**config.mk**
```make
export PLATFORM = sky130hd
export DESIGN_NAME = tpgc_top
export DESIGN_NICKNAME = d
export VERILOG_FILES = /design/src/hdl/tpgc_pkg.sv /design/src/hdl/tpgc_top.sv
export VERILOG_INCLUDE_DIRS = /design/src /design/src/hdl
export SDC_FILE = /design/constraint.sdc
export NUM_CORES = 1
export LEC_CHECK = 0
export ABC_AREA = 1
export BUFFER_PORTS_ARGS = -buffer_cell sky130_fd_sc_hd__buf_4
export CAP_MARGIN = 30
export CORE_UTILIZATION = 56
export DETAILED_ROUTE_END_ITERATION = 6
export PLACE_DENSITY_LB_ADDON = 0.12
export SLEW_MARGIN = 20
export SYNTH_ARGS = -nofsm -noshare
export SYNTH_HDL_FRONTEND = slang
export SYNTH_SLANG_ARGS = --single-unit
```
**constraint.sdc**
```tcl
create_clock -name pclk -period 2.7 [get_ports pclk]
set_input_delay 0 -clock pclk [delete_from_list [all_inputs] [get_ports pclk]]
set_output_delay 0 -clock pclk [all_outputs]
set_load 0.02 [all_outputs]
```
**src/hdl/tpgc_cfg.svh**
```systemverilog
// Register map, field positions, reset values and timing counts of the thermal protector block.
`ifndef TPGC_CFG_SVH
`define TPGC_CFG_SVH
// ==========================================================
// Register byte offsets
`define TPGC_THR_OFF 8'h00
`define TPGC_CB_OFF 8'h04
`define TPGC_CTRL_OFF 8'h08
`define TPGC_CONF_OFF 8'h0C
`define TPGC_STAT_OFF 8'h1C
`define TPGC_OT_OFF 8'h20
`define TPGC_UT_OFF 8'h24
`define TPGC_SYS_OFF 8'h28
`define TPGC_PIN_OFF 8'h2C
`define TPGC_MISC_OFF 8'h30
`define TPGC_CUR_OFF 8'h34
`define TPGC_PAUSE_OFF 8'h38
// ==========================================================
// Field positions
`define TPGC_CTRL_LOCK_LSB 2
`define TPGC_CTRL_GO_BIT 5
`define TPGC_CONF_SPI_BIT 6
`define TPGC_CONF_FIN_BIT 7
`define TPGC_CONF_CSR_BIT 6
`define TPGC_MISC_THERMISTOR_REFERENCE_SUPPLY_BIT 0
`define TPGC_MISC_ALERT_BIT 1
`define TPGC_MISC_MB_LSB 8
// ==========================================================
// Reset values and timing
`define TPGC_RST_BYTE 8'h00
`define TPGC_SLOT_CYCLES 8
`endif

```
**src/hdl/tpgc_pkg.sv**
```systemverilog
// Types shared by the thermal protector and pin configuration block.
package tpgc_pkg;
	typedef enum logic [1:0] {
		TPGC_IDLE = 2'b00,
		TPGC_RUN = 2'b01,
		TPGC_TEST = 2'b11,
		TPGC_LOCK = 2'b10
	} tpgc_state_t;
	typedef enum logic [1:0] {
		TPGC_M_STOP = 2'b00,
		TPGC_M_RR = 2'b01,
		TPGC_M_TEST = 2'b10,
		TPGC_M_LOCK = 2'b11
	} tpgc_mode_t;
	typedef enum logic [2:0] {
		TPGC_P_HIZ = 3'h0,
		TPGC_P_DIN = 3'h1,
		TPGC_P_ADC_PROT = 3'h2,
		TPGC_P_ADC = 3'h3,
		TPGC_P_OUT_HI = 3'h4,
		TPGC_P_OUT_LO = 3'h5,
		TPGC_P_ADC_PU = 3'h6,
		TPGC_P_ADC_PD = 3'h7
	} tpgc_pin_cfg_t;
endpackage

```
**src/hdl/tpgc_top.sv**
```systemverilog
// Temperature protector control, pin configuration multiplexer and APB register file.
`timescale 1ns/100ps
`include "tpgc_cfg.svh"
module tpgc_top import tpgc_pkg::*; #(
	parameter int SLOT_CYCLES = `TPGC_SLOT_CYCLES
) (
	input wire logic pclk,
	input wire logic presetn,
	input wire logic psel,
	input wire logic penable,
	input wire logic pwrite,
	input wire logic [7:0] paddr,
	input wire logic [31:0] pwdata,
	output logic [31:0] prdata_q,
	output logic pready_q,
	output logic pslverr_q,
	input wire logic [7:0] pin_ratio,
	input wire logic shutdown,
	input wire logic [7:0] pin_in,
	input wire logic spi_ss,
	input wire logic spi_mosi,
	input wire logic spi_sclk,
	input wire logic cs_conv_done,
	input wire logic [7:0] cs_result_hi,
	output logic [2:0] scan_ch_q,
	output logic meas_block_q,
	output logic running_q,
	output logic [7:0] bal_pause_q,
	output logic [7:0] pin_out_q,
	output logic [7:0] pin_oe_n_q,
	output logic [7:0] pin_pu_q,
	output logic [7:0] pin_pd_q,
	output logic [7:0] pin_adc_q,
	output logic spi_miso_q,
	output logic fault_alert_n_q
);
	// ==========================================================
	// APB slave
	logic done, wr, rd;
	logic [31:0] rd_d;
	logic hit_d;
	assign done = psel & penable & pready_q;
	assign wr = done & pwrite;
	assign rd = done & ~pwrite;

	// Settings as software sees them.
	logic [7:0] thr_q, cb_q, misc_mb_q;
	logic [1:0] mode_q;
	logic [2:0] lock_q;
	logic [7:0][2:0] pin_cfg_q;
	logic spi_en_q, fault_in_en_q, cs_rdy_en_q, thermistor_reference_supply_en_q, alert_en_q;
	// Status.
	logic [7:0] ot_q, ut_q, pin_stat_q;
	logic sys_fault_q, cs_ready_q, abn_q;
	tpgc_state_t st_q;

	function automatic logic is_addr(input logic [7:0] a, input logic [7:0] off);
		is_addr = (a == off);
	endfunction

	always_comb begin
		rd_d = 32'h0000_0000;
		hit_d = 1'b1;
		case (paddr)
			`TPGC_THR_OFF: rd_d[7:0] = thr_q;
			`TPGC_CB_OFF: rd_d[7:0] = cb_q;
			`TPGC_CTRL_OFF: rd_d[4:0] = {lock_q, mode_q};
			`TPGC_STAT_OFF: rd_d[2:0] = {abn_q, st_q == TPGC_TEST, running_q};
			`TPGC_OT_OFF: rd_d[7:0] = ot_q;
			`TPGC_UT_OFF: rd_d[7:0] = ut_q;
			`TPGC_SYS_OFF: rd_d[0] = sys_fault_q;
			`TPGC_PIN_OFF: rd_d[7:0] = pin_stat_q;
			`TPGC_MISC_OFF: rd_d[15:0] = {misc_mb_q, 6'h00, alert_en_q, thermistor_reference_supply_en_q};
			`TPGC_CUR_OFF: rd_d[7:0] = cs_result_hi;
			`TPGC_PAUSE_OFF: rd_d[7:0] = bal_pause_q;
			default: begin
				hit_d = 1'b0;
				for (int n = 0; n < 4; n++) begin
					if (is_addr(paddr, 8'(`TPGC_CONF_OFF + 4 * n))) begin
						hit_d = 1'b1;
						rd_d[5:0] = {pin_cfg_q[2 * n + 1], pin_cfg_q[2 * n]};
						if (n == 0) begin
							rd_d[`TPGC_CONF_SPI_BIT] = spi_en_q;
							rd_d[`TPGC_CONF_FIN_BIT] = fault_in_en_q;
						end
						if (n == 1) begin
							rd_d[`TPGC_CONF_CSR_BIT] = cs_rdy_en_q;
						end
					end
				end
			end
		endcase
	end

	// The answer takes one wait state so read data always comes from a flop.
	always_ff @(posedge pclk or negedge presetn) begin
		if (!presetn) begin
			pready_q <= 1'b0;
			prdata_q <= 32'h0000_0000;
			pslverr_q <= 1'b0;
		end else begin
			pready_q <= psel & penable & ~pready_q;
			if (psel & penable & ~pready_q) begin
				prdata_q <= pwrite ? 32'h0000_0000 : rd_d;
				pslverr_q <= ~hit_d;
			end
		end
	end

	// ==========================================================
	// Configuration registers
	logic go_wr;
	assign go_wr = wr & is_addr(paddr, `TPGC_CTRL_OFF) & pwdata[`TPGC_CTRL_GO_BIT];

	always_ff @(posedge pclk or negedge presetn) begin
		if (!presetn) begin
			thr_q <= `TPGC_RST_BYTE;
			cb_q <= `TPGC_RST_BYTE;
			mode_q <= 2'h0;
			lock_q <= 3'h0;
			misc_mb_q <= `TPGC_RST_BYTE;
			thermistor_reference_supply_en_q <= 1'b0;
			alert_en_q <= 1'b0;
		end else if (wr) begin
			if (is_addr(paddr, `TPGC_THR_OFF)) begin
				thr_q <= pwdata[7:0];
			end
			if (is_addr(paddr, `TPGC_CB_OFF)) begin
				cb_q <= pwdata[7:0];
			end
			if (is_addr(paddr, `TPGC_CTRL_OFF)) begin
				mode_q <= pwdata[1:0];
				lock_q <= pwdata[`TPGC_CTRL_LOCK_LSB +: 3];
			end
			if (is_addr(paddr, `TPGC_MISC_OFF)) begin
				thermistor_reference_supply_en_q <= pwdata[`TPGC_MISC_THERMISTOR_REFERENCE_SUPPLY_BIT];
				alert_en_q <= pwdata[`TPGC_MISC_ALERT_BIT];
				misc_mb_q <= pwdata[`TPGC_MISC_MB_LSB +: 8];
			end
		end
	end

	// Unprogrammed configuration memory leaves every pin high impedance.
	always_ff @(posedge pclk or negedge presetn) begin
		if (!presetn) begin
			pin_cfg_q <= '{default: TPGC_P_HIZ};
			spi_en_q <= 1'b0;
			fault_in_en_q <= 1'b0;
			cs_rdy_en_q <= 1'b0;
		end else if (wr) begin
			for (int n = 0; n < 4; n++) begin
				if (is_addr(paddr, 8'(`TPGC_CONF_OFF + 4 * n))) begin
					pin_cfg_q[2 * n] <= pwdata[2:0];
					pin_cfg_q[2 * n + 1] <= pwdata[5:3];
					if (n == 0) begin
						spi_en_q <= pwdata[`TPGC_CONF_SPI_BIT];
						fault_in_en_q <= pwdata[`TPGC_CONF_FIN_BIT];
					end
					if (n == 1) begin
						cs_rdy_en_q <= pwdata[`TPGC_CONF_CSR_BIT];
					end
				end
			end
		end
	end

	// ==========================================================
	// Protector sequencer
	logic [4:0] ot_c_q, cb_c_q;
	logic [2:0] ut_c_q, hyst_c_q, lock_c_q;
	logic [7:0] act_c_q;
	logic [3:0] slot_q;
	logic eval, abn_go;
	assign eval = (st_q == TPGC_RUN || st_q == TPGC_LOCK) && slot_q == 4'(SLOT_CYCLES - 1);
	assign abn_go = go_wr & ~thermistor_reference_supply_en_q & (pwdata[1:0] != TPGC_M_STOP);

	always_ff @(posedge pclk or negedge presetn) begin
		if (!presetn) begin
			ot_c_q <= 5'h00;
			ut_c_q <= 3'h0;
			cb_c_q <= 5'h00;
			hyst_c_q <= 3'h0;
			lock_c_q <= 3'h0;
			act_c_q <= 8'h00;
		end else if (go_wr) begin
			ot_c_q <= thr_q[4:0];
			ut_c_q <= thr_q[7:5];
			cb_c_q <= cb_q[4:0];
			hyst_c_q <= cb_q[7:5];
			lock_c_q <= pwdata[`TPGC_CTRL_LOCK_LSB +: 3];
			for (int i = 0; i < 8; i++) begin
				act_c_q[i] <= pin_cfg_q[i] == TPGC_P_ADC_PROT;
			end
		end
	end

	// Sleep is not an input here: only a stop command or shutdown ends a run.
	always_ff @(posedge pclk or negedge presetn) begin
		if (!presetn) begin
			st_q <= TPGC_IDLE;
			slot_q <= 4'h0;
			scan_ch_q <= 3'h0;
			abn_q <= 1'b0;
		end else if (shutdown) begin
			st_q <= TPGC_IDLE;
			slot_q <= 4'h0;
		end else if (go_wr) begin
			slot_q <= 4'h0;
			abn_q <= abn_go;
			scan_ch_q <= 3'h0;
			case (pwdata[1:0])
				TPGC_M_RR: st_q <= TPGC_RUN;
				TPGC_M_TEST: st_q <= TPGC_TEST;
				TPGC_M_LOCK: begin
					st_q <= TPGC_LOCK;
					scan_ch_q <= pwdata[`TPGC_CTRL_LOCK_LSB +: 3];
				end
				default: st_q <= TPGC_IDLE;
			endcase
		end else if (st_q != TPGC_IDLE) begin
			slot_q <= (slot_q == 4'(SLOT_CYCLES - 1)) ? 4'h0 : slot_q + 4'h1;
			if (eval && st_q == TPGC_RUN) begin
				scan_ch_q <= scan_ch_q + 3'h1;
			end
		end
	end

	always_ff @(posedge pclk or negedge presetn) begin
		if (!presetn) begin
			running_q <= 1'b0;
			meas_block_q <= 1'b0;
		end else begin
			running_q <= (st_q != TPGC_IDLE);
			meas_block_q <= (st_q == TPGC_TEST);
		end
	end

	// ==========================================================
	// Detection and sticky fault flags
	logic [7:0] ch_oh, ot_set, ut_set, ot_clr, ut_clr;
	logic ch_act;
	assign ch_oh = 8'h01 << scan_ch_q;
	assign ch_act = eval & act_c_q[scan_ch_q];
	// The same captured thresholds are compared for whichever pin is scanned.
	assign ot_set = ((ch_act && pin_ratio[7:3] < ot_c_q) ? ch_oh : 8'h00) | {8{abn_go}};
	assign ut_set = ((ch_act && pin_ratio[7:5] > ut_c_q) ? ch_oh : 8'h00) | {8{abn_go}};
	assign ot_clr = (wr && is_addr(paddr, `TPGC_OT_OFF)) ? pwdata[7:0] : 8'h00;
	assign ut_clr = (wr && is_addr(paddr, `TPGC_UT_OFF)) ? pwdata[7:0] : 8'h00;

	// Write one to clear; a detection in the same cycle wins.
	always_ff @(posedge pclk or negedge presetn) begin
		if (!presetn) begin
			ot_q <= 8'h00;
			ut_q <= 8'h00;
		end else begin
			ot_q <= (ot_q & ~ot_clr) | ot_set;
			ut_q <= (ut_q & ~ut_clr) | ut_set;
		end
	end

	// Pause releases only once the ratio reaches threshold plus hysteresis.
	always_ff @(posedge pclk or negedge presetn) begin
		if (!presetn) begin
			bal_pause_q <= 8'h00;
		end else if (ch_act && st_q == TPGC_RUN) begin
			if (pin_ratio[7:3] < cb_c_q) begin
				bal_pause_q <= bal_pause_q | ch_oh;
			end else if ({1'b0, pin_ratio[7:3]} >= 6'({1'b0, cb_c_q} + {3'h0, hyst_c_q})) begin
				bal_pause_q <= bal_pause_q & ~ch_oh;
			end
		end
	end

	// ==========================================================
	// Special pin functions
	logic sys_clr;
	assign sys_clr = wr & is_addr(paddr, `TPGC_SYS_OFF) & pwdata[0];

	always_ff @(posedge pclk or negedge presetn) begin
		if (!presetn) begin
			sys_fault_q <= 1'b0;
			fault_alert_n_q <= 1'b1;
			cs_ready_q <= 1'b0;
		end else begin
			sys_fault_q <= (sys_fault_q & ~sys_clr) | (fault_in_en_q & ~pin_in[7]);
			fault_alert_n_q <= ~(alert_en_q & sys_fault_q);
			if (cs_conv_done & cs_rdy_en_q) begin
				cs_ready_q <= 1'b1;
			end else if (rd && is_addr(paddr, `TPGC_CUR_OFF)) begin
				cs_ready_q <= 1'b0;
			end
		end
	end

	// ==========================================================
	// Pin multiplexer
	logic [7:0] out_d, oe_n_d, pu_d, pd_d, adc_d, stat_d;

	always_comb begin
		out_d = 8'h00;
		oe_n_d = 8'hFF;
		pu_d = 8'h00;
		pd_d = 8'h00;
		adc_d = 8'h00;
		stat_d = 8'h00;
		for (int i = 0; i < 8; i++) begin
			case (pin_cfg_q[i])
				TPGC_P_DIN: stat_d[i] = pin_in[i];
				TPGC_P_ADC_PROT, TPGC_P_ADC: adc_d[i] = 1'b1;
				TPGC_P_OUT_HI: begin
					out_d[i] = 1'b1;
					oe_n_d[i] = 1'b0;
				end
				TPGC_P_OUT_LO: oe_n_d[i] = 1'b0;
				TPGC_P_ADC_PU: begin
					adc_d[i] = 1'b1;
					pu_d[i] = 1'b1;
				end
				TPGC_P_ADC_PD: begin
					adc_d[i] = 1'b1;
					pd_d[i] = 1'b1;
				end
				default: ;
			endcase
		end
		if (cs_rdy_en_q) begin
			out_d[0] = ~cs_ready_q;
			oe_n_d[0] = 1'b0;
		end
		if (misc_mb_q != 8'h00) begin
			out_d[2] = 1'b1;
			oe_n_d[2] = 1'b0;
		end
		if (spi_en_q) begin
			out_d[6:3] = {spi_sclk, spi_mosi, 1'b0, spi_ss};
			oe_n_d[6:3] = 4'b0010;
			{pu_d[6:3], pd_d[6:3], adc_d[6:3]} = 12'h000;
		end
		if (fault_in_en_q) begin
			out_d[7] = 1'b0;
			oe_n_d[7] = 1'b1;
			{pu_d[7], pd_d[7], adc_d[7]} = 3'h0;
		end
		if (st_q == TPGC_TEST) begin
			adc_d = 8'h00;
		end
		for (int i = 0; i < 8; i++) begin
			if (!oe_n_d[i]) begin
				stat_d[i] = out_d[i];
			end
		end
		if (shutdown) begin
			oe_n_d = 8'hFF;
			pu_d = 8'h00;
			pd_d = 8'hFF;
			adc_d = 8'h00;
		end
	end

	always_ff @(posedge pclk or negedge presetn) begin
		if (!presetn) begin
			pin_out_q <= 8'h00;
			pin_oe_n_q <= 8'hFF;
			pin_pu_q <= 8'h00;
			pin_pd_q <= 8'h00;
			pin_adc_q <= 8'h00;
			pin_stat_q <= 8'h00;
			spi_miso_q <= 1'b0;
		end else begin
			pin_out_q <= out_d;
			pin_oe_n_q <= oe_n_d;
			pin_pu_q <= pu_d;
			pin_pd_q <= pd_d;
			pin_adc_q <= adc_d;
			pin_stat_q <= stat_d;
			spi_miso_q <= spi_en_q & pin_in[4];
		end
	end
endmodule

```
After elaboration in Yosys (flattened, before gate mapping)
Index checks and enable logic that the tools add are counted.

Word-level logic and storage cells: 329. Bits in writable memories: 0. ROM bits: 0. Flip-flop bits (word level): 204. Output and inout bits: 89. Memories kept: 0. Bits in latches: 0.

$add $sub $neg: 3. Muxes and demuxes: 111. Equal/unequal tests: 77. Shift-type cells: 1. Order comparisons: 5. Bitwise operators: 38. Reductions and logical operators: 49. Multipliers: 0. Divide/modulo/power cells: 0.

Operator list (count): 8-bit 2-to-1 mux (13); 3-bit equality test, second input constant (32); 1-bit 2-to-1 mux (73); 8-bit by 6-bit equality test with 1-bit output, second input constant (7); 3-bit by 2-bit equality test with 1-bit output, second input constant (16); 8-bit bitwise OR (5); 4-bit 2-to-1 mux (9); 4-bit OR reduction (9); 8-bit by 5-bit equality test with 1-bit output, second input constant (4); 8-bit bitwise AND (3); 3-bit by 1-bit equality test with 1-bit output, second input constant (8); 8-bit NOT (3); 3-bit one-hot mux with 8 select lines (1); 2-bit one-hot mux with 11 select lines (1); 2-bit AND reduction (10); 2-bit one-hot mux with 9 select lines (1); 1-bit bitwise AND (17); 8-bit by 4-bit equality test with 1-bit output, second input constant (2); 16-bit 2-to-1 mux (1); 2-bit OR reduction (8); 2-bit nonzero test (7); 3-bit 2-to-1 mux (4); 6-bit 2-to-1 mux (2); 1-bit one-hot mux with 11 select lines (1); 26 further kinds (47).

Depth between registers and ports, before layout
Gate-level depths: netlist of run 1.

Word-level depth: 9. Depth in mapped cells: 15. Gate-level depth less buffers: 15.

Least setup slack after synthesis of run 1
No wires, ideal clock.

Path type: flip-flop to flip-flop. From: register cb_c_q[0]. To: register with a tool-made name. Library setup time: 66 ps. Required time: 2634 ps. Clock period less this slack: 2202 ps. Setup slack: 498 ps. Arrival: 2136 ps. Path buffers: 0. Cell stages (with the launch flop): 14. Cell sequence: dfrtp_1 > ha_1 > inv_1 > fa_1 > o22ai_1 > xor2_1 > ha_1 > nand4_1 > nand2_1 > nor2_1 > nand3_1 > nand3_1 > nand2_1 > nand2_1.

RTL lines: from (decl) (RTL line tpgc_top.sv:169) `logic [4:0] ot_c_q, cb_c_q;`; from (signal assigned) (RTL line tpgc_top.sv:188) `cb_c_q <= cb_q[4:0];`.

Final worst setup path of run 1
From: input port penable. To: register prdata_q[6].

Cells in the longest elaborated chain, start to end: 2.

Ends and longest elaborated chain: from (decl) (RTL line tpgc_top.sv:10) `input wire logic penable,`; 1-bit bitwise AND (2 in series) (RTL line tpgc_top.sv:103) `if (psel & penable & ~pready_q) begin`; to (signal assigned) (RTL line tpgc_top.sv:104) `prdata_q <= pwrite ? 32'h0000_0000 : rd_d;`; to (decl) (RTL line tpgc_top.sv:14) `output logic [31:0] prdata_q,`.

Every way passes these cells. A chain may end at the register's enable or synchronous reset.

==> impl_results.md, run 1 <==
- Final net count: 1330
- Commonest non-fill, non-tap cell in the layout: nand2_1
- Final core utilization: 70.0%
- Worst setup margin: 0.247 ns
- DP Area: 0.0103 mm²
- Inst Count DP: 1389
- Die Footprint: 0.0169 mm²
- Fmax: 408 MHz
- Post-synthesis sequential area ratio: 51.5%
- Worst slew pin tran: 0.734 ns
- Residual DRC count: 0
- Startpoint types: input pin
- Post-route insts no fill: 1452
- Rows: 46
- Largest register FFs: 24
- Final antenna-violating net count: 0
- Avg Inst Size Synth: 8.58 µm²
- Fill cell count: 1316
- Share of cells above drive strength 1: 17.6%
- GR Overflow Total: 0
- Clock power share: 42.9%
- Power per Cell Area: 514 mW/mm²
- Sink Count: 188
- Synth Cell Area: 0.00916 mm²
- TritonRoute pass-1 iters: 6
- RSZ-0062 raised after global routing: no
- Kind of critical path: input pin to flop
- DR vias: 8118
- CP arrival: 2.83 ns
- Seq cells post-synth: 188
- Seq pwr share: 49.8%
- Clock root buffer: clkbuf_16
- Sequential cell area: 0.00472 mm²
- Distinct cells, synth: 43
- Initial Util: 57.4%
- Maxcap violations: 0
- Average wire per standard cell: 17.8 µm
- Vias per Instance: 5.59
- Setup tns final: 0 ns
- Static leakage: 5.58 nW
- Outcome: finished, final reports clean
- Max-slew headroom: 50.9%
- H-tree depth: 4
- Die width: 130 µm
- Crit path capture type: flop
- Gate power share: 7.3%
- Worst Hold Class: input pin to asynchronous set/reset pin
- Time the worst path needs with I/O delays and setup: 2.45 ns
- Worst setup path start: penable
- Sw Share: 24.9%
- Final Skew: 0.00874 ns
- Crit share post-route: 90.8%
- Most frequent cells in the layout: nand2_1 (280), dfrtp_1 (179), buf_4 (131), o21ai_0 (111), nand3_1 (104)
- Drt initial violations: 860
- Post-DP HPWL: 18500 µm
- Final wirelength: 25900 µm
- Max Slew Vio Count: 0
- Net Sw Power: 1.43 mW
- Most flop-heavy register: pin_cfg_q
- Design area: 0.0112 mm²
- Worst IR Drop VDD: 0.000435 V
- Synth warn: 0
- CTS tree: built
- Initial antenna violation count: 1
- I/O Pins: 163
- Vias in the first global route: 7414
- CTS Buffer Depth: 2
- First-pass GRT wire length: 40100 µm
- Mapped Cells: 1067
- Reg2Reg Depth: 13
- Reg2reg setup slack: 0.26 ns
- Num CTS Buffers: 17
- Area of the core: 0.0159 mm²
- Chip height: 130 µm
- Area grow syn2layout: 21.9%
- Area of the multi-input gates: 0.00384 mm²
- Clock Latency Late Sink: 0.44 ns
- Gpl congestion: 0.939
- Largest fanout on the critical path: 18
- Biggest regs: pin_cfg_q: 24 flops, prdata_q: 16 flops
- Final hold vios: 0
- Number of setup buffers added after CTS: 0
- Gr usage total: 32.2%
- Cell-internal power: 4.31 mW
- Diode count: 0
- Setup WS pre-CTS: 0.225 ns
- PortBufs: 127
- Pin count of the biggest net entering global routing: 85
- Reg2reg start: cb_c_q[0]
- Final setup violation count: 0
- Required time of the critical path: 3.07 ns
- Clk pin slew, worst setup/hold paths: 0.07 ns
==> power groups by stage <==
stage / combinational, mW / sequential (mW) / clock (mW)
after floorplan: 0.154 / 2.93 / 0
after global placement: 0.375 / 2.91 / 0
after detailed placement: 0.380 / 2.91 / 0
after CTS: 0.416 / 2.86 / 2.47
after global routing: 0.459 / 2.86 / 2.58
final: 0.417 / 2.86 / 2.46
==> cells by family (layout without fill, tap and decap cells) <==
| family | Yosys count | in the layout | synth area share (%) |
|---|---|---|---|
| AOI/OAI and AO/OA | 173 | 173 | 11.1 |
| xor gates and xnor gates | 3 | 3 | 0.287 |
| adders and majority gates | 33 | 33 | 4.59 |
| buffers and inverters | 152 | 306 | 7.19 |
| DFF | 188 | 188 | 51.5 |
| muxes | 2 | 2 | 0.246 |
| other | 1 | 16 | 0.0409 |
| and+or+nand+nor | 515 | 515 | 25.1 |
==> critical path, cell delays in order <==
cell and delay, ns:
dlygate4sd3_1 0.53, buf_4 0.11, nand2_1 0.04, dlygate4sd3_1 0.56, nor2_1 0.23, inv_2 0.22, nor2_1 0.62, buf_4 0.29
nand3_1 0.14, nand2_1 0.08
==> cell type report <==
| cell class | count | area share, % |
|---|---|---|
| flip-flops and latches | 188 | 42.3 |
| multi-input cells | 742 | 34.5 |
| repair buffers | 165 | 12.1 |
| clock buffers | 19 | 3.97 |
| inverters | 109 | 3.68 |
| well taps | 216 | 2.42 |
| clock inverters | 13 | 1.17 |
==> routing by layer <==
layer  up-vias  GRT usage, %  part of all wire, %
met3        54          6.60                  7.9
met5         -             0                    0
li1       3829             -                    -
met4         0          11.6                  3.0
met1      3852          45.3                   43
met2       383          49.6                   46
==> what timing repair did <==
action / CTS / global route
hold buffers: 31 / 0
setup endpoints to repair: 0 / 8
resized for setup: 0 / 1
hold endpoints to repair: 218 / 0
==> synthesized netlist by cell type <==
cell / instances / share of area [%]
o41ai_2: 5 / 0.89
buf_6: 1 / 0.12
buf_1: 1 / 0.041
nor3_2: 1 / 0.11
o21bai_1: 2 / 0.16
nor2_2: 6 / 0.41
o21ai_1: 8 / 0.44
clkbuf_1: 12 / 0.49
nand2_1: 280 / 11
o41ai_1: 3 / 0.29
clkinv_2: 1 / 0.055
ha_1: 32 / 4.4
fa_1: 1 / 0.22
a31o_2: 3 / 0.29
inv_1: 100 / 4.1
nor3b_1: 2 / 0.16
nor3_1: 13 / 0.71
a21oi_1: 21 / 1.1
a31oi_1: 2 / 0.14
dfrtp_1: 179 / 49
nand2_2: 4 / 0.27
conb_1: 1 / 0.041
nor2_4: 4 / 0.49
inv_2: 6 / 0.25
xor2_1: 3 / 0.29
or2_2: 2 / 0.14
buf_2: 12 / 0.66
nand3_4: 2 / 0.38
mux2_2: 2 / 0.25
nand3b_1: 1 / 0.082
a32o_1: 8 / 0.87
nand3_2: 6 / 0.66
o21ai_0: 111 / 6.1
o31ai_1: 4 / 0.33
dfstp_2: 9 / 2.6
nor2_1: 60 / 2.5
nand4_1: 24 / 1.6
buf_4: 17 / 1.4
o22ai_1: 2 / 0.14
nand3_1: 105 / 5.7
o211ai_1: 4 / 0.33
nor4_1: 5 / 0.34
clkinv_1: 2 / 0.082
==> through the flow <==
stage / hold WS, ns / power (mW)
after floorplan: -0.296 / 3.08
final: 0.0156 / 5.74
after CTS: 0.0295 / 5.74
after detailed placement: -0.0871 / 3.29
after global placement: -0.0872 / 3.29
after global routing: 0.0665 / 5.90
==> worst max path at each step <==
stage,end,slack (ns),cells after the start
detailed placement,flop,0.22,13
global route,flop,0.004,15
floorplan,flop,0.50,13
CTS,flop,0.20,13
finish,prdata_q[6],0.25,10
global placement,flop,0.24,13
Note: power is estimated with default switching activity, not from simulation.
==> inputs of run 2 (changes only) <==
--- a/config.mk
+++ b/config.mk
@@ -9,9 +9,11 @@
 export ABC_AREA = 1
 export BUFFER_PORTS_ARGS = -buffer_cell sky130_fd_sc_hd__buf_4
 export CAP_MARGIN = 30
-export CORE_UTILIZATION = 56
+export CORE_UTILIZATION = 51
 export DETAILED_ROUTE_END_ITERATION = 6
+export HOLD_SLACK_MARGIN = 0.03
 export PLACE_DENSITY_LB_ADDON = 0.12
+export RECOVER_POWER = 100
 export SLEW_MARGIN = 20
 export SYNTH_ARGS = -nofsm -noshare
 export SYNTH_HDL_FRONTEND = slang
==> constraint.sdc (replaced) <==
create_clock -name pclk -period 2.2 [get_ports pclk]
set_input_delay 0 -clock pclk [delete_from_list [all_inputs] [get_ports pclk]]
set_output_delay 0 -clock pclk [all_outputs]
set_load 0.02 [all_outputs]
==> run 2 against run 1 <==
Utilization is 6.6 points lower. Sequential power is 22% higher. Routed wire length rose by 4.2%. Register-to-register slack worse by 0.32 ns. The run now ends with negative setup slack left. Non-clock buffer count increased by 21. First-iteration DRC count decreased by 13%. Highest routed layer unchanged. Clock-buffer cell count decreased by 2. Combinational power up 23%.
==> impl_results.md, run 2 (same netlist as run 1, synthesis figures left out) <==
- Hold WS: 0.0569 ns
- PortBufs: 127
- Vias per Instance: 5.49
- Share of cells above drive strength 1: 13.4%
- Top Metal Used: met4
- Initial Util: 52.6%
- Area grow syn2layout: 20.6%
- Worst setup path start: cb_c_q[2]
- TritonRoute pass-1 iters: 5
- Reg2Reg Depth: 15
- Gr usage total: 30.6%
- Routed met1 length: 11800 µm
- Reg2reg start: cb_c_q[2]
- Cell-internal power: 5.14 mW
- Most flop-heavy register: pin_cfg_q
- Gpl congestion: 0.935
- Max Slew Vio Count: 0
- Worst IR Drop VDD: 0.000531 V
- Final Skew: 0.0135 ns
- Clock root buffer: clkbuf_16
- CP arrival: 2.64 ns
- Commonest non-fill, non-tap cell in the layout: nand2_1
- Die width: 136 µm
- Net Sw Power: 1.82 mW
- Total power: 6.96 mW
- Residual DRC count: 0
- Fill cell count: 1630
- First-pass GRT wire length: 41900 µm
- Vias in the first global route: 7740
- Kind of critical path: flop to flop
- CP Cell Sequence: ha_4 -> nand2_1 -> nand2_1 -> a31oi_2 -> xor2_1 -> ha_1 -> nand2_1 -> nand2_1 -> nand4_1 -> nand2_1 -> nor2_2 -> nand3_4 -> nand3_2 -> nand2_1 -> nand2_1
- Final core utilization: 63.4%
- Post-DP HPWL: 19700 µm
- Pin count of the biggest net entering global routing: 93
- Diode count: 0
- Initial antenna violation count: 0
- Metal2 WL: 12700 µm
- Max-slew headroom: 24.4%
- Largest fanout on the critical path: 8
- Worst Hold Class: input pin to flop
- Rows: 48
- I/O Pins: 163
- Sw Share: 26.1%
- Final wirelength: 27000 µm
- Startpoint types: flop
- Sink Count: 188
- Most frequent cells in the layout: nand2_1 (283), dfrtp_1 (179), o21ai_0 (117), inv_1 (99), nand3_1 (96)
- Worst slew pin tran: 1.13 ns
- Clock power share: 42.3%
- Sequential cell area: 0.00472 mm²
- Crit path capture type: flop
- Area of the multi-input gates: 0.00390 mm²
- GR Overflow Total: 0
- RSZ-0062 raised after global routing: yes
- CP max-delay cell: dfrtp_1
- Crit share post-route: 103%
- Worst setup margin: -0.0645 ns
- Seq pwr share: 50.3%
- Fmax: 442 MHz
- Outcome: complete, but fails checks
- DR vias: 8130
- Largest register FFs: 24
- Most used cell, CP: nand2_1
- Time the worst path needs with I/O delays and setup: 2.26 ns
- Average wire per standard cell: 18.2 µm
- Setup WS pre-CTS: -0.142 ns
- Die Footprint: 0.0185 mm²
- Final hold vios: 0
- WP depth: 15
- Gate power share: 7.4%
- Clk pin slew, worst setup/hold paths: 0.07 ns
- Reg2reg setup slack: -0.06 ns
- Static leakage: 5.33 nW
- CTS Buffer Depth: 2
- CTS tree: built
- Area of the core: 0.0174 mm²
- Clock Latency Late Sink: 0.44 ns
- H-tree depth: 4
- Biggest regs: pin_cfg_q: 24 flops, prdata_q: 16 flops
- Largest stage delay, worst path: 0.41 ns
- Chip height: 136 µm
- Power per Cell Area: 630 mW/mm²
- Num CTS Buffers: 17
- Failing checks: negative setup slack
- Met3 WL: 1820 µm
- Final setup violation count: 8
- Worst Path Buf+Inv: 0
- Final net count: 1351
- Drt initial violations: 752
- Final antenna-violating net count: 0
- Required time of the critical path: 2.58 ns
- Worst path top cell family by delay: simple AND/OR/NAND/NOR gates
- Maxcap violations: 0
run 2: changes by cell type in the layout (fill, tap and decap cells not counted), moves of 4 or more:
cell	before	now
o41ai_1	3	7
nand3_1	104	96
o21ai_0	111	117
o21ai_1	8	2
clkbuf_2	0	5
buf_4	131	67
clkbuf_1	1	77
o41ai_2	5	1
nand3_2	7	14
run 2: area by class of cell:
| cell class | instances | area share, % |
|---|---|---|
| clock inverters | 15 | 1.23 |
| inverters | 109 | 3.72 |
| clock buffers | 17 | 3.85 |
| flip-flops and latches | 188 | 42.7 |
| multi-input cells | 742 | 35.3 |
| well taps | 225 | 2.55 |
| repair buffers | 186 | 10.7 |
run 2: worst min path at each step:
stage / start / endpoint / slack, ns / cells past startpoint
4_1_cts: cs_result_hi[7] / prdata_q[7] / 0.05 / 7
2_1_floorplan: presetn / asynchronous set/reset pin / -0.30 / 0
3_5_place_dp: presetn / pin_out_q[5] / -0.04 / 1
6_report: cs_result_hi[7] / prdata_q[7] / 0.06 / 7
5_1_grt: cs_result_hi[7] / prdata_q[7] / 0.09 / 7
3_3_place_gp: presetn / pin_out_q[5] / -0.04 / 1
run 2: per-layer routing:
layer | vias to the layer above | track usage, %
met5 | - | 0
met4 | 0 | 9.94
met3 | 45 | 5.89
met2 | 322 | 48.9
met1 | 3892 | 41.9
li1 | 3871 | -
run 2: worst register-to-register path, cell delays in order, from the launching register on:
cell and delay, ns:
dfrtp_1 0.41, ha_4 0.27, nand2_1 0.06, nand2_1 0.07, a31oi_2 0.16, xor2_1 0.18, ha_1 0.27, nand2_1 0.07
nand2_1 0.05, nand4_1 0.09, nand2_1 0.07, nor2_2 0.12, nand3_4 0.17, nand3_2 0.12, nand2_1 0.05, nand2_1 0.05
run 2: metrics by stage:
| step | instances | TNS (ns) | area, µm² |
|---|---|---|---|
| floorplan | 1082 | 0 | 9220 |
| global placement | 1417 | -0.603 | 10400 |
| detailed placement | 1417 | -1.07 | 10400 |
| CTS | 1482 | -0.207 | 11400 |
| global route | 1482 | -2.05 | 11000 |
| finish | 1482 | -0.439 | 11000 |
run 2: power by group through the flow:
stage | Sequential (mW) | Combinational, mW | Clock (mW)
global placement | 3.57 | 0.485 | 0
detailed placement | 3.57 | 0.490 | 0
CTS | 3.50 | 0.540 | 2.97
finish | 3.50 | 0.512 | 2.94
global route | 3.50 | 0.562 | 3.11
floorplan | 3.59 | 0.190 | 0
run 2: timing repair:
| action | in CTS | in global routing |
|---|---|---|
| endpoints found under the setup margin | 8 | 8 |
| hold buffers | 32 | 0 |
| resized for setup | 16 | 3 |
| hold endpoints to repair | 219 | 0 |
| buffers inserted | 1 | 0 |
| pin swaps | 14 | 6 |
